[config.mk]
export PLATFORM = sky130hd
export DESIGN_NAME = spdio_top
export DESIGN_NICKNAME = d
export VERILOG_FILES = /design/src/spdio_pkg.sv /design/src/spdio_sync_if.sv /design/src/spdio_sync.sv /design/src/spdio_top.sv
export SDC_FILE = /design/constraint.sdc
export NUM_CORES = 1
export LEC_CHECK = 0
export CAP_MARGIN = 10
export CORE_MARGIN = 2
export CORE_UTILIZATION = 46
export DETAILED_ROUTE_END_ITERATION = 12
export DONT_BUFFER_PORTS = 1
export GPL_TIMING_DRIVEN = 1
export PLACE_DENSITY = 0.72
export SLEW_MARGIN = 20
export SYNTH_ARGS = -nofsm -noshare
export SYNTH_HDL_FRONTEND = slang
export SYNTH_SLANG_ARGS = --single-unit
[constraint.sdc]
create_clock -name clk -period 2.5 [get_ports clk]
set_clock_uncertainty 0.1 [all_clocks]
set_input_delay 0.25 -clock clk [delete_from_list [all_inputs] [get_ports clk]]
set_output_delay 0.25 -clock clk [all_outputs]
set_load 0.02 [all_outputs]
[src/spdio_pkg.sv]
// spdio_pkg: constants, register map and types of the static port digital io block
// assumes: 100 MHz clk, 8 ports of 8 open-drain channels each
`default_nettype none

package spdio_pkg;

  ////////////////////////////////////////////////////////////////////////////
  // geometry and bus widths
  localparam int PORTS = 8;
  localparam int CHANS = 8;
  localparam int LINES = PORTS * CHANS;
  localparam int ADDR_W = 8;
  localparam int DATA_W = 32;
  localparam int VSEL_W = 3;
  localparam int SRC_W = 7;

  ////////////////////////////////////////////////////////////////////////////
  // register map, byte addresses, one aligned word per register
  localparam logic [ADDR_W-1:0] CFG_BASE = 8'h00;
  localparam logic [ADDR_W-1:0] DATA_BASE = 8'h20;
  localparam logic [ADDR_W-1:0] STAT_ADDR = 8'h40;
  localparam logic [ADDR_W-1:0] PORT_SPAN = 8'h20;

  // config word fields
  localparam int CFG_DIR_BIT = 0;
  localparam int CFG_POL_BIT = 1;
  localparam int CFG_VSEL_LSB = 4;

  // status word fields
  localparam int STAT_REFUSE_BIT = 0;
  localparam int STAT_GATED_BIT = 1;
  localparam int STAT_VOK_LSB = 8;

  ////////////////////////////////////////////////////////////////////////////
  // reset values
  localparam logic DIR_RST = 1'b0;
  localparam logic POL_RST = 1'b0;
  localparam logic [CHANS-1:0] DATA_RST = 8'hff;
  localparam logic [LINES-1:0] LINE_IDLE = {LINES{1'b1}};

  ////////////////////////////////////////////////////////////////////////////
  // direction, polarity and reference choices
  localparam logic DIR_IN = 1'b0;
  localparam logic DIR_OUT = 1'b1;
  localparam logic POL_NORMAL = 1'b0;

  typedef enum logic [VSEL_W-1:0] {
    VSEL_NONE = 3'h0,
    VSEL_3V3 = 3'h1,
    VSEL_5V = 3'h2,
    VSEL_12V = 3'h3,
    VSEL_24V = 3'h4,
    VSEL_EXT = 3'h5,
    VSEL_TTL = 3'h6,
    VSEL_LOW_VOLTAGE_EMULATION = 3'h7
  } spdio_vsel_t;

endpackage : spdio_pkg

`default_nettype wire

[src/spdio_sync_if.sv]
// spdio_sync_if: raw channel levels in, settled channel levels out
// assumes: one producer of raw levels and one synchroniser
`default_nettype none

interface spdio_sync_if;
  import spdio_pkg::*;

  logic [LINES-1:0] raw;
  logic [LINES-1:0] clean;

  modport src (output raw, input clean);
  modport sink (input raw, output clean);
endinterface : spdio_sync_if

`default_nettype wire

[src/spdio_sync.sv]
// spdio_sync: three-stage synchroniser with agreement filter for all channel pins
// assumes: pins are asynchronous to clk; idle lines read high
`default_nettype none

module spdio_sync
  import spdio_pkg::*;
(
  // clock and reset
  input wire logic clk,
  input wire logic rst_n,
  // levels
  spdio_sync_if.sink sif
);

  logic [LINES-1:0] meta_r;
  logic [LINES-1:0] hold_r;
  logic [LINES-1:0] last_r;
  logic [LINES-1:0] clean_r;

  ////////////////////////////////////////////////////////////////////////////
  // three flops; first stage feeds only the second
  always_ff @(posedge clk or negedge rst_n) begin
    if (!rst_n) begin
      meta_r <= LINE_IDLE;
      hold_r <= LINE_IDLE;
      last_r <= LINE_IDLE;
    end else begin
      meta_r <= sif.raw;
      hold_r <= meta_r;
      last_r <= hold_r;
    end
  end

  // a bit moves only once stages two and three agree
  generate
    for (genvar b = 0; b < LINES; b++) begin : g_bit
      always_ff @(posedge clk or negedge rst_n) begin
        if (!rst_n) begin
          clean_r[b] <= 1'b1;
        end else if (hold_r[b] == last_r[b]) begin
          clean_r[b] <= last_r[b];
        end
      end
    end
  endgenerate

  assign sif.clean = clean_r;

endmodule : spdio_sync

`default_nettype wire

[src/spdio_top.sv]
// spdio_top: per-port direction, polarity, reference selection and data of 64 channels
// assumes: plain register port, read data one cycle after the read strobe;
// channels are open drain, pulled up outside to the selected reference
//
// Operation
// RL1 - each port holds direction and polarity; reset gives input, normal
// RL2 - port data access needs a selected reference; reset selects none, lines float
// RL3 - references offered: 3.3 V, 5 V, 12 V, 24 V or external supply
// RL4 - ttl emulation pulls to 5 V, low-voltage emulation to 3.3 V
// RL5 - data write drives an output port; ignored on an input port
// RL6 - data read returns present pin state, whoever drives it
// RL7 - far side applies no voltage to output ports; inputs between zero and reference
// RL8 - far side keeps lines free until and while reference is configured
// RL9 - emulation references only with output direction; input refused
// RL10 - card reset sets every output data register to all ones
// RL11 - direction change under emulation sets that port's data to all ones
// RL12 - finished reference configuration sets only that port's data to all ones
// RL13 - output data not kept over a direction change; drives all ones after
// RL14 - polarity applies to both directions
// RL15 - polarity change flips driven lines at once; later writes inverted too
// RL16 - read-back inverted when polarity reversed, unchanged otherwise
// RL17 - input ports release channels to a weak pull-up to their reference
// RL18 - a one turns the open-drain transistor off, a zero pulls low
// RL19 - 64 channels grouped as eight ports of eight channels
`default_nettype none

module spdio_top
  import spdio_pkg::*;
(
  // clock and reset
  input wire logic clk,
  input wire logic rst_n,
  // register port
  input wire logic [ADDR_W-1:0] reg_addr,
  input wire logic [DATA_W-1:0] reg_wdata,
  input wire logic reg_wr,
  input wire logic reg_rd,
  output logic [DATA_W-1:0] reg_rdata,
  // channel pins, open drain
  input wire logic [LINES-1:0] chan_in,
  output logic [LINES-1:0] chan_out,
  output logic [LINES-1:0] chan_oe_n,
  // reference switches per port
  output logic [PORTS*SRC_W-1:0] vref_src_sel,
  output logic [PORTS-1:0] weak_pullup_en,
  output logic [PORTS-1:0] strong_pullup_en
);

  ////////////////////////////////////////////////////////////////////////////
  // decoding helpers

  // true for the two emulation references
  function automatic logic is_emul(input logic [VSEL_W-1:0] v);
    is_emul = (v == VSEL_TTL) || (v == VSEL_LOW_VOLTAGE_EMULATION);
  endfunction

  // one-hot source switch; none opens every switch
  function automatic logic [SRC_W-1:0] src_onehot(input logic [VSEL_W-1:0] v);
    logic [SRC_W:0] full;
    full = '0;
    full[v] = 1'b1;
    src_onehot = full[SRC_W:1];
  endfunction

  // register hit for port p inside a block of eight words
  function automatic logic port_hit(input logic [ADDR_W-1:0] a,
                                    input logic [ADDR_W-1:0] base,
                                    input int p);
    logic [ADDR_W-1:0] off;
    off = ADDR_W'(p * 4);
    port_hit = (a == base + off);
  endfunction

  ////////////////////////////////////////////////////////////////////////////
  // per-port state

  logic [PORTS-1:0] dir_r;
  logic [PORTS-1:0] pol_r;
  logic [VSEL_W-1:0] vsel_r [PORTS];
  logic [CHANS-1:0] data_r [PORTS];

  // write and read decode results per port
  logic [PORTS-1:0] cfg_wr;
  logic [PORTS-1:0] cfg_ok;
  logic [PORTS-1:0] cfg_refused;
  logic [PORTS-1:0] data_wr;
  logic [PORTS-1:0] data_gated;
  logic [PORTS-1:0] rd_gated;
  logic [PORTS-1:0] volt_ok;

  // incoming config fields
  logic new_dir;
  logic new_pol;
  logic [VSEL_W-1:0] new_vsel;

  assign new_dir = reg_wdata[CFG_DIR_BIT];
  assign new_pol = reg_wdata[CFG_POL_BIT];
  assign new_vsel = reg_wdata[CFG_VSEL_LSB +: VSEL_W];

  // settled pin levels
  spdio_sync_if sync_bus ();
  logic [LINES-1:0] pins_clean;

  assign sync_bus.raw = chan_in;
  assign pins_clean = sync_bus.clean;

  spdio_sync u_sync (
    .clk (clk),
    .rst_n (rst_n),
    .sif (sync_bus.sink)
  );

  ////////////////////////////////////////////////////////////////////////////
  // per-port config and data registers

  generate
    for (genvar p = 0; p < PORTS; p++) begin : g_port
      logic dir_change;
      logic vsel_change;

      // ports 0..7 own eight channels each [RL19]
      assign volt_ok[p] = (vsel_r[p] != VSEL_NONE); // [RL2]
      assign cfg_wr[p] = reg_wr && port_hit(reg_addr, CFG_BASE, p);
      // input direction with an emulation reference is refused [RL9]
      assign cfg_ok[p] = !(new_dir == DIR_IN && is_emul(new_vsel));
      assign cfg_refused[p] = cfg_wr[p] && !cfg_ok[p];
      assign data_wr[p] = reg_wr && port_hit(reg_addr, DATA_BASE, p);
      assign data_gated[p] = data_wr[p] && !volt_ok[p]; // [RL2]
      assign rd_gated[p] = reg_rd && port_hit(reg_addr, DATA_BASE, p) && !volt_ok[p];
      assign dir_change = cfg_wr[p] && cfg_ok[p] && (new_dir != dir_r[p]);
      assign vsel_change = cfg_wr[p] && cfg_ok[p] && (new_vsel != vsel_r[p]);

      // direction and polarity, input and normal after reset [RL1]
      always_ff @(posedge clk or negedge rst_n) begin
        if (!rst_n) begin
          dir_r[p] <= DIR_RST;
          pol_r[p] <= POL_RST;
        end else if (cfg_wr[p] && cfg_ok[p]) begin
          dir_r[p] <= new_dir;
          pol_r[p] <= new_pol; // [RL14]
        end
      end

      // reference choice, none after reset [RL2] [RL3] [RL4]
      always_ff @(posedge clk or negedge rst_n) begin
        if (!rst_n) begin
          vsel_r[p] <= VSEL_NONE;
        end else if (cfg_wr[p] && cfg_ok[p]) begin
          vsel_r[p] <= new_vsel;
        end
      end

      // output data: all ones on reset and on a reference or direction change
      always_ff @(posedge clk or negedge rst_n) begin
        if (!rst_n) begin
          data_r[p] <= DATA_RST; // [RL10]
        end else if (vsel_change) begin
          data_r[p] <= DATA_RST; // [RL12]
        end else if (dir_change && is_emul(vsel_r[p])) begin
          data_r[p] <= DATA_RST; // [RL11]
        end else if (dir_change) begin
          data_r[p] <= DATA_RST; // [RL13]
        end else if (data_wr[p] && volt_ok[p] && dir_r[p] == DIR_OUT) begin
          data_r[p] <= reg_wdata[CHANS-1:0]; // [RL5]
        end
      end
    end
  endgenerate

  ////////////////////////////////////////////////////////////////////////////
  // sticky status: refused config and gated data access

  logic refuse_r;
  logic gated_r;
  logic stat_clr;

  assign stat_clr = reg_wr && (reg_addr == STAT_ADDR);

  // write one to clear; a new event in the same cycle wins
  always_ff @(posedge clk or negedge rst_n) begin
    if (!rst_n) begin
      refuse_r <= 1'b0;
      gated_r <= 1'b0;
    end else begin
      refuse_r <= (refuse_r && !(stat_clr && reg_wdata[STAT_REFUSE_BIT]))
                  || (|cfg_refused); // [RL9]
      gated_r <= (gated_r && !(stat_clr && reg_wdata[STAT_GATED_BIT]))
                 || (|data_gated) || (|rd_gated); // [RL2]
    end
  end

  ////////////////////////////////////////////////////////////////////////////
  // read path: answer in the cycle after the strobe only

  logic [DATA_W-1:0] rd_val;

  always_comb begin
    rd_val = '0;
    for (int p = 0; p < PORTS; p++) begin
      if (port_hit(reg_addr, CFG_BASE, p)) begin
        rd_val[CFG_DIR_BIT] = dir_r[p];
        rd_val[CFG_POL_BIT] = pol_r[p];
        rd_val[CFG_VSEL_LSB +: VSEL_W] = vsel_r[p];
      end
      if (port_hit(reg_addr, DATA_BASE, p) && volt_ok[p]) begin
        // pin state, inverted under reversed polarity [RL6] [RL16]
        rd_val[CHANS-1:0] = pins_clean[p*CHANS +: CHANS] ^ {CHANS{pol_r[p]}};
      end
    end
    if (reg_addr == STAT_ADDR) begin
      rd_val[STAT_REFUSE_BIT] = refuse_r;
      rd_val[STAT_GATED_BIT] = gated_r;
      rd_val[STAT_VOK_LSB +: PORTS] = volt_ok;
    end
  end

  // unmapped addresses read zero
  always_ff @(posedge clk or negedge rst_n) begin
    if (!rst_n) begin
      reg_rdata <= '0;
    end else if (reg_rd) begin
      reg_rdata <= rd_val;
    end else begin
      reg_rdata <= '0;
    end
  end

  ////////////////////////////////////////////////////////////////////////////
  // channel drivers, registered

  logic [LINES-1:0] oe_n_nxt;
  logic [PORTS*SRC_W-1:0] src_nxt;
  logic [PORTS-1:0] weak_nxt;
  logic [PORTS-1:0] strong_nxt;

  always_comb begin
    for (int p = 0; p < PORTS; p++) begin
      for (int c = 0; c < CHANS; c++) begin
        // zero pulls low, one releases; polarity flips at once [RL18] [RL15]
        oe_n_nxt[p*CHANS + c] = !(dir_r[p] == DIR_OUT && volt_ok[p]
                                  && (data_r[p][c] ^ pol_r[p]) == 1'b0);
      end
      src_nxt[p*SRC_W +: SRC_W] = src_onehot(vsel_r[p]); // [RL3] [RL4]
      weak_nxt[p] = volt_ok[p] && !is_emul(vsel_r[p]); // [RL17]
      strong_nxt[p] = is_emul(vsel_r[p]) && dir_r[p] == DIR_OUT; // [RL4] [RL9]
    end
  end

  // every line released and every switch open from reset
  always_ff @(posedge clk or negedge rst_n) begin
    if (!rst_n) begin
      chan_oe_n <= LINE_IDLE;
      chan_out <= '0;
      vref_src_sel <= '0;
      weak_pullup_en <= '0;
      strong_pullup_en <= '0;
    end else begin
      chan_oe_n <= oe_n_nxt;
      chan_out <= '0;
      vref_src_sel <= src_nxt;
      weak_pullup_en <= weak_nxt;
      strong_pullup_en <= strong_nxt;
    end
  end

endmodule : spdio_top

`default_nettype wire

Word level (Yosys, flattened, before mapping)
Index checks and enable logic that the tools add are counted.

Input bits: 108. Output and inout port bits: 232. Memory bits (writable): 0. Memories: 0. Bits in read-only memories: 0. Latch bits: 0. Bits in registers: 514.

Div/mod/pow operators: 0. Shift-type cells: 0. Reductions and logical operators: 321. Bitwise gates (word level): 137. Equality and inequality tests: 114. Multiply operators: 0. $lt $le $gt $ge: 16. Mux-type cells: 75. Add/subtract/negate cells: 0.

Operators by type and width (number): $mux W8 (41); $logic_and A1 B1 Y1 (206); $logic_not A1 Y1 (83); $not A1 Y1 (65); $eq A1 B1 Y1 (64); $eq A8 B6 Y1 const B (8); $xor A1 B1 Y1 (64); $xor A8 B8 Y8 (8); $eq A3 B3 Y1 const B (18); $eq A8 B5 Y1 const B (4); $lt A3 B4 Y1 const B (8); $reduce_bool A4 Y1 (8); $demux W1 S3 (8); $ge A3 B1 Y1 const B (8); $mux W3 (8); $ne A3 B3 Y1 (8); $reduce_bool A3 Y1 (8); $reduce_or A8 Y1 (3); $mux W2 (9); $eq A8 B4 Y1 const B (2); $mux W16 (1); $logic_or A1 B1 Y1 (12); $eq A8 B3 Y1 const B (1); $eq A8 B7 Y1 const B (1); other kinds (3) (17).

Logic depth before layout (Yosys ltp)
Gate-level depths: netlist of run 1.

Word-level depth: 19. Mapped depth: 9. Depth with buffers taken out: 6.

Cells and area by module
From an unflattened synthesis of run 1, not the netlist that was laid out.

Cells, all modules: 1596. Area total of the unflattened synthesis: 20324.5 um^2.

By module, submodules not included: spdio_top (cells an instance 1276, area each 12877.4 um^2, times used 1); spdio_sync (cells an instance 320, area each 7447.1 um^2, times used 1).

Worst setup path before layout of run 1
Ideal clock, no wire load.

Path type: input to register. Start point: input port reg_addr[1]. End point: register reg_rdata[5]. Path buffers: 3. Data arrival time: 2.244 ns. Slack: 0.052 ns. Stages on the path: 9. Path through: buf_6 > or4_1 > buf_2 > or3_1 > buf_6 > o22ai_2 > nor4_1 > or4_1 > o311ai_1.

Longest elaborated chain between the ends: 18. Elaborated cells between the ends (all ways): 41.

RTL lines: start: declaration (RTL line spdio_top.sv:34) `input wire logic [ADDR_W-1:0] reg_addr,`; $logic_not A8 Y1 or $eq A8 B6 Y1 (tied branches) (RTL line spdio_top.sv:71) `port_hit = (a == base + off);`; $mux W3 or $logic_and A1 B1 Y1 (tied branches) (RTL line spdio_top.sv:200, spdio_top.sv:205); $mux W8 (RTL line spdio_top.sv:205) `if (port_hit(reg_addr, DATA_BASE, p) && volt_ok[p]) begin`; $mux W3 (RTL line spdio_top.sv:200) `if (port_hit(reg_addr, CFG_BASE, p)) begin`; $mux W8 (RTL line spdio_top.sv:205); $mux W3 (RTL line spdio_top.sv:200); $mux W8 (RTL line spdio_top.sv:205); $mux W3 (RTL line spdio_top.sv:200); (+2 left out); $mux W8 (RTL line spdio_top.sv:205); $mux W3 (RTL line spdio_top.sv:200); $mux W8 (RTL line spdio_top.sv:205); $mux W3 (RTL line spdio_top.sv:200); $mux W8 (RTL line spdio_top.sv:205); $mux W3 (RTL line spdio_top.sv:200); $mux W8 (*) (RTL line spdio_top.sv:205); $mux W16 (*) (RTL line spdio_top.sv:221) `end else if (reg_rd) begin`; end signal: assignment (RTL line spdio_top.sv:222) `reg_rdata <= rd_val;`; end: declaration (RTL line spdio_top.sv:38) `output logic [DATA_W-1:0] reg_rdata,`.

Every way passes the cells marked *; elsewhere a longest branch is shown, timed or not. A chain may end at the register's enable or synchronous reset.

Worst setup path after layout of run 1
Start point: input port reg_addr[5]. End point: register reg_rdata[6].

The elaborated chain is that of the path after synthesis.

==> reports/metrics.yaml, run 1 <==
htreeDepth: 2
port_buffers: 0
hp-class: "input pin to asynchronous set/reset pin"
nFillCells: 3572
seq_power_share_pct: 51.5
critPathRequiredTime_ns: 2.89
crit_fanout: 8
die_area_um2: 45550
first_iter_violations: 804
r2r-start: "vsel_r[16]"
relSlewSlack_pct: -9.669
leakage_uw: 0.009970
cpMostUsedCell: "buf_4"
setup_viol: 0
fin_crit_ns: 2.409
ir_worst_vdd_mv: 0.6587
power_uw: 19080
cts_buffers: 52
ys_seq_area_share_pct: 66.14
power.internal_uw: 14460
clkLatencyLatePin_ns: 0.61
slowest_delay_ns: 0.64
dieWidth_um: 213.4
grt.total_usage_pct: 21.93
grt_max_degree: 515
sw_frac_of_total_pct: 24.21
r2r_cells: 9
grt_pass1_wl_um: 74800
clk_path_buf_depth: 3
worst-path-buf-inv: 4
p_per_area_nw_per_um2: 801.8
dr.pass1.iters: 5
crit_path_end_kind: "flip-flop"
r2r_slack_ns: 0.11
p_switching_uw: 4618
cts_tree: "built"
root_buffer: "clkbuf_16"
routabilityCongestion: 0.8941
path_cells: "dlygate4sd3_1 > nor4_2 > buf_4 > buf_4 > nand2_1 > a221oi_1 > a2111oi_2 > buf_4 > or4_1 > o311ai_1"
finalCritPeriodShare_pct: 96.35
critPathKind: "input pin to flip-flop"
finalMaxSlewViolations: 199
syn_area_um2: 20170
worst_hold_slack_ns: -0.7312
critical_path.top_delay_family: "buffers and inverters"
start_util_pct: 46.73
grt-ovfl-total: 0
r2r_end: "reg_rdata[5]"
rows: 76
cts.sinks: 514
ys.flop_type: "dfstp_2"
antenna_cells: 0
async_flop_share_pct: 100.0
cp.arrival_ns: 2.80
rsz0062_at_grt: "false"
startpoint_type: "input pin"
synth_cells: 1587
hold_viol: 251
cap_violations: 0
io_pins: 340
ys_seq_elements: 514
ys_types: 69
yosys_warnings: 0
dp_hpwl_um: 34090
syn2layout_area_growth_pct: 17.92
route.vias.total: 12220
via_per_inst: 5.137
drc: 0
grt_pass1_vias: 12280
crit_slowest_cell: "dlygate4sd3_1"
fin_nets: 1858
drt.antenna.violating_nets: 0
pwr-share-clk_pct: 41.1
violations: "hold timing, slew limit"
share_comb_of_total_power_pct: 7.4
finalWirelength_um: 49480
die_h_um: 213.4
fmax_ghz: 0.4152
tns_ns: 0
grt_antenna_before_repair: 1
ctsHoldBuffers: 84
wl_per_cell_um: 20.81
core_area_um2: 43170
synth_edf_count: 0
worst_slew_pin_slew_ns: 1.645
status: "finished, violations left"
avgSynthCellArea_um2: 12.71
clk_pin_slew_worst_paths_ns: 0.06
drive_gt1_share_pct: 34.80
==> power groups by stage <==
stage | Combinational (µW) | Sequential, µW | Clock, µW
after floorplan | 1020 | 9800 | 0
after global placement | 1210 | 9940 | 0
after detailed placement | 1240 | 9970 | 0
after CTS | 1410 | 9840 | 8090
after global routing | 1530 | 9900 | 8440
final | 1410 | 9830 | 7840
==> state kept, by name (all words and copies together) (netlist names), 16 cells and up <==
register	count
u_sync.meta_r	64
u_sync.sif.clean	64
u_sync.last_r	64
u_sync.hold_r	64
vsel_r	24
vref_src_sel	56
reg_rdata	16
data_r	64
chan_oe_n	64
==> final cells by class <==
| type | count | area, µm² | share of cell area, % |
|---|---|---|---|
| Clock buffer | 73 | 1480 | 6.222 |
| Clock inverter | 24 | 282.8 | 1.189 |
| Inverter | 8 | 30.03 | 0.1262 |
| Multi-Input combinational cell | 970 | 6181 | 25.98 |
| Sequential cell | 514 | 13340 | 56.09 |
| Tap cell | 585 | 732.0 | 3.077 |
| Timing Repair Buffer | 204 | 1742 | 7.321 |
==> timing repair <==
action                     4_1_cts  5_1_grt
hold endpoints to repair       688      514
buffers inserted                 0        0
gates resized for setup          2        4
setup endpoints to repair        2        3
==> worst register-to-register path: stages (launching register included) <==
cell and delay, ns:
dfrtp_1 0.39, nor3_2 0.22, buf_4 0.16, nor3_2 0.04
buf_4 0.16, a221oi_2 0.25, nor4_1 0.09, buf_4 0.16
or4_1 0.57, o311ai_1 0.12
==> cell usage in the layout, fill, tap and decap left out, types with 20 or more instances in the layout <==
cell type / netlist / final
dfstp_2: 384 / 384
nand2_1: 217 / 217
dfrtp_1: 130 / 130
xnor2_1: 127 / 127
buf_4: 82 / 120
dlygate4sd3_1: 0 / 84
conb_1: 1 / 80
nor2_1: 68 / 68
maj3_1: 64 / 64
nand3_1: 58 / 58
clkbuf_16: 0 / 52
xor2_1: 31 / 31
o21ai_0: 31 / 31
a21oi_1: 31 / 31
nor3b_1: 24 / 24
and3_1: 20 / 20
nor3_1: 22 / 20
==> synth_stat cells, types with 3 or more instances <==
library cell  instances  area [µm²]
inv_1                 7       26.28
buf_1                12       45.04
nand2_1             217       814.5
a41o_1                4       40.04
and3_1               20       125.1
dfrtp_1             130        3253
nor4_1                5       31.28
nor3b_1              24       180.2
nor2b_1               5       31.28
maj3_1               64       640.6
nor4b_1               5       43.79
o21ai_0              31       155.2
dfstp_2             384       10090
o32ai_1               4       35.03
o31ai_1               3       22.52
a211oi_1              7       52.55
buf_2                11       55.05
a32oi_1               3       26.28
nand4_1               7       43.79
mux2_2               14       157.7
o211ai_1              8       60.06
or4b_1                3       30.03
and3b_1              15       131.4
mux2i_1              17       170.2
or4_1                 5       37.54
nor2_1               68       255.2
a22o_1                3       26.28
clkbuf_1             67       251.5
a22oi_1              11       82.58
nor3_1               22       110.1
o22ai_1              12       75.07
o221ai_1              5       43.79
a21oi_1              31       155.2
o22a_1               16       140.1
or3_1                 7       43.79
nand3_1              58       290.3
a221oi_1              5       43.79
xor2_1               31       271.5
xnor2_1             127        1112
buf_4                82       615.6
==> per-layer routing <==
layer / global-route usage [%] / wire (µm)
met2: 37.07 / 24580
met4: 7.663 / 1380
met3: 3.881 / 2921
met1: 28.55 / 20590
met5: 0 / 0
==> per-stage QoR <==
step / hold slack (ns) / cell area (µm²) / cells / util (%) / setup WS [ns]
global route: -0.7713 / 23790 / 2378 / 55.11 / 0.01184
detailed placement: -0.1290 / 21150 / 2197 / 49.00 / -0.1127
floorplan: -0.1456 / 20470 / 1666 / - / 0.05212
CTS: -0.7850 / 23770 / 2378 / 55.05 / 0.04183
global placement: -0.1275 / 21150 / 2197 / 48.98 / -0.03702
finish: -0.7312 / 23790 / 2378 / 55.11 / 0.09129
==> worst max path at each step <==
stage,from,end,cells after the start
4_1_cts,vsel_r[16],reg_rdata[5],9
3_3_place_gp,reg_addr[4],reg_rdata[5],7
6_report,reg_addr[5],reg_rdata[6],10
2_1_floorplan,reg_addr[1],reg_rdata[5],9
3_5_place_dp,reg_addr[2],reg_rdata[5],8
5_1_grt,vsel_r[18],reg_rdata[4],8
==> kinds of logic after synthesis <==
| group | Yosys count | synth area share, % |
|---|---|---|
| flip-flops | 514 | 66.14 |
| AO/OA/AOI/OAI | 160 | 5.538 |
| multiplexers | 32 | 1.737 |
| AND/OR/NAND/NOR | 476 | 11.48 |
| XOR/XNOR | 158 | 6.859 |
| adder cells (fa/ha/maj) | 64 | 3.175 |
| buffers and inverters | 182 | 5.055 |
| other | 1 | 0.01859 |
Note: power is estimated with default switching activity, not from simulation.
==> inputs of run 2 (changes only) <==
--- a/config.mk
+++ b/config.mk
@@ -6,7 +6,7 @@
 export NUM_CORES = 1
 export LEC_CHECK = 0
 export CAP_MARGIN = 10
-export CORE_MARGIN = 2
+export CORE_MARGIN = 4
 export CORE_UTILIZATION = 46
 export DETAILED_ROUTE_END_ITERATION = 12
 export DONT_BUFFER_PORTS = 1
@@ -15,4 +15,5 @@
 export SLEW_MARGIN = 20
 export SYNTH_ARGS = -nofsm -noshare
 export SYNTH_HDL_FRONTEND = slang
+export SYNTH_HIERARCHICAL = 1
 export SYNTH_SLANG_ARGS = --single-unit
==> reports/metrics.yaml, run 2 <==
dp_hpwl_um: 32570
final_cell_mix: "dfstp_2, nand2_1, dfrtp_1"
path_cells: "buf_4 > or3_1 > and2_4 > and3_2 > nand2_1 > dlygate4sd3_1 > nand3_1"
synth_top_area_share_pct: 49.64
yosysMostFrequentCell: "dfstp_2"
cts.sinks: 514
fin_crit_ns: 2.362
postCtsSetupBuffers: 0
r2r_cells: 7
async_flop_share_pct: 100.0
routabilityCongestion: 0.8556
grt_pass1_wl_um: 73290
ys.flop_type: "dfstp_2"
ir_worst_vdd_mv: 0.6701
synth_top_cells_by_count: "dfstp_2, nand2_1, dfrtp_1"
grt_max_degree: 515
antenna_cells: 0
critical_path.top_delay_family: "simple AND/OR/NAND/NOR gates"
r2r-start: "vsel_r[21]"
syn_area_um2: 20320
root_buffer: "clkbuf_16"
finalCritPeriodShare_pct: 94.49
finalMaxSlewViolations: 267
avgSynthCellArea_um2: 12.73
grt_antenna_before_repair: 1
syn2layout_area_growth_pct: 16.63
worst_slew_pin_slew_ns: 2.075
ctsHoldBuffers: 89
clk_path_buf_depth: 3
io_pins: 340
dieWidth_um: 218.2
core_area_um2: 43360
r2r_slack_ns: 0.14
grt-ovfl-total: 0
synth_area_leaders: "dfstp_2, dfrtp_1, nand2_1"
rsz0062_at_grt: "false"
synth_edf_count: 0
tns_ns: 0
start_util_pct: 46.87
startpoint_type: "flip-flop"
fmax_ghz: 0.4233
crit_slowest_cell: "dlygate4sd3_1"
relSlewSlack_pct: -38.36
yosys_warnings: 6
port_buffers: 0
worst_hold_slack_ns: -0.6665
worst-path-buf-inv: 2
drc: 0
via_per_inst: 5.128
hold_viol: 198
clk_pin_slew_worst_paths_ns: 0.06
cap_violations: 0
layout_commonest_cell: "dfstp_2"
ys_types: 70
ys_seq_area_share_pct: 65.65
critPathKind: "flip-flop to flip-flop"
die_h_um: 218.2
cp.arrival_ns: 2.73
first_iter_violations: 854
cts_buffers: 52
setup_viol: 0
rows: 76
final.setup.worst_slack_ns: 0.1377
hp-class: "input pin to asynchronous set/reset pin"
route.vias.total: 12060
slowest_delay_ns: 0.56
die_area_um2: 47610
grt_pass1_vias: 12470
finalWirelength_um: 48120
crit_path_end_kind: "flip-flop"
cts_tree: "built"
dr.pass1.iters: 6
drive_gt1_share_pct: 37.09
crit_fanout: 11
grt.total_usage_pct: 19.92
synth_cells: 1596
drt.antenna.violating_nets: 0
clkLatencyLatePin_ns: 0.58
ys_seq_elements: 514
r2r_end: "data_r[61]"
htreeDepth: 2
synth_area_leader_cell: "dfstp_2"
fin_nets: 1833
violations: "hold timing, slew limit"
leakage_uw: 0.009963
p_per_area_nw_per_um2: 828.0
wl_per_cell_um: 20.47
status: "finished, violations left"
critPathRequiredTime_ns: 2.87
place_ws_ns: 0.1977
==> run 2: cell count changes after synthesis, sizes merged, moves of 6 or more <==
| cell | change |
|---|---|
| nor3 | -6 |
| nand2 | +12 |
| o41ai | +9 |
| mux2 | +6 |
| a22oi | +11 |
| nand3 | +15 |
| a211oi | -7 |
| a21oi | +6 |
| mux2i | -17 |
| xnor2 | -32 |
| o21ai | -8 |
| xor2 | +31 |
==> run 2: cells by family after synthesis <==
group           count (synthesis)  synth area share [%]
flops                         514                 65.65
simple gates                  497                 12.17
mux                            20                 1.108
compound gates                163                 5.596
fa+ha+maj                      64                 3.546
other cells                     1               0.01845
xor+xnor                      157                 6.766
buf+inv                       180                 5.146
==> run 2: how the worst max path moves through the flow <==
stage | from | endpoint | slack [ns] | depth (start not counted)
6_report | vsel_r[21] | data_r[61] | 0.14 | 7
5_1_grt | vsel_r[21] | data_r[61] | 0.05 | 7
4_1_cts | reg_wdata[6] | data_r[3] | 0.003 | 8
3_5_place_dp | vsel_r[14] | reg_rdata[4] | 0.20 | 6
3_3_place_gp | reg_addr[4] | reg_rdata[4] | 0.22 | 6
2_1_floorplan | reg_wdata[5] | data_r[56] | 0.37 | 5
==> run 2: final cells by class <==
type,instances,area [µm²]
fillers,3568,19660
flip-flops and latches,514,13340
multi-input cells,981,6252
clock buffers,71,1494
repair buffers,166,1474
well taps,585,732.0
clock inverters,24,371.6
inverters,10,37.54
==> run 2: metal layers <==
layer | wire length (µm) | up-vias | share of wire (%) | track usage, %
li1 | - | 5475 | - | -
met5 | 13 | - | 0.027 | 0
met4 | 1894 | 2 | 3.9 | 8.700
met3 | 3373 | 126 | 7.0 | 4.394
met2 | 22690 | 496 | 47 | 31.56
met1 | 20150 | 5956 | 42 | 26.58
==> run 2: what timing repair did <==
action / in CTS / in global routing
gates resized for setup: 0 / 7
setup endpoints to repair: 0 / 4
hold endpoints to repair: 686 / 514
==> run 2: per-stage QoR <==
stage	area [µm²]	cells	power, µW	utilization [%]	hold WS (ns)
after floorplan	20620	1675	10960	-	-0.1456
after global routing	23700	2351	20390	54.67	-0.7410
after CTS	23700	2352	19870	54.66	-0.7622
after global placement	20940	2168	11250	48.28	-0.1258
final	23700	2351	19630	54.67	-0.6665
after detailed placement	20940	2168	11310	48.30	-0.1264
==> run 2: worst reg2reg max path, cell delays in order (launching register included) <==
cell           delay (ns)
dfrtp_1              0.38
buf_4                0.17
or3_1                0.42
and2_4               0.22
and3_2               0.25
nand2_1              0.08
dlygate4sd3_1        0.56
nand3_1              0.07
==> run 2: power by group <==
part           total (µW)  internal, µW  switching, µW
Sequential           9920          9280            641
Clock                8290          5120           3170
Combinational        1410           635            774
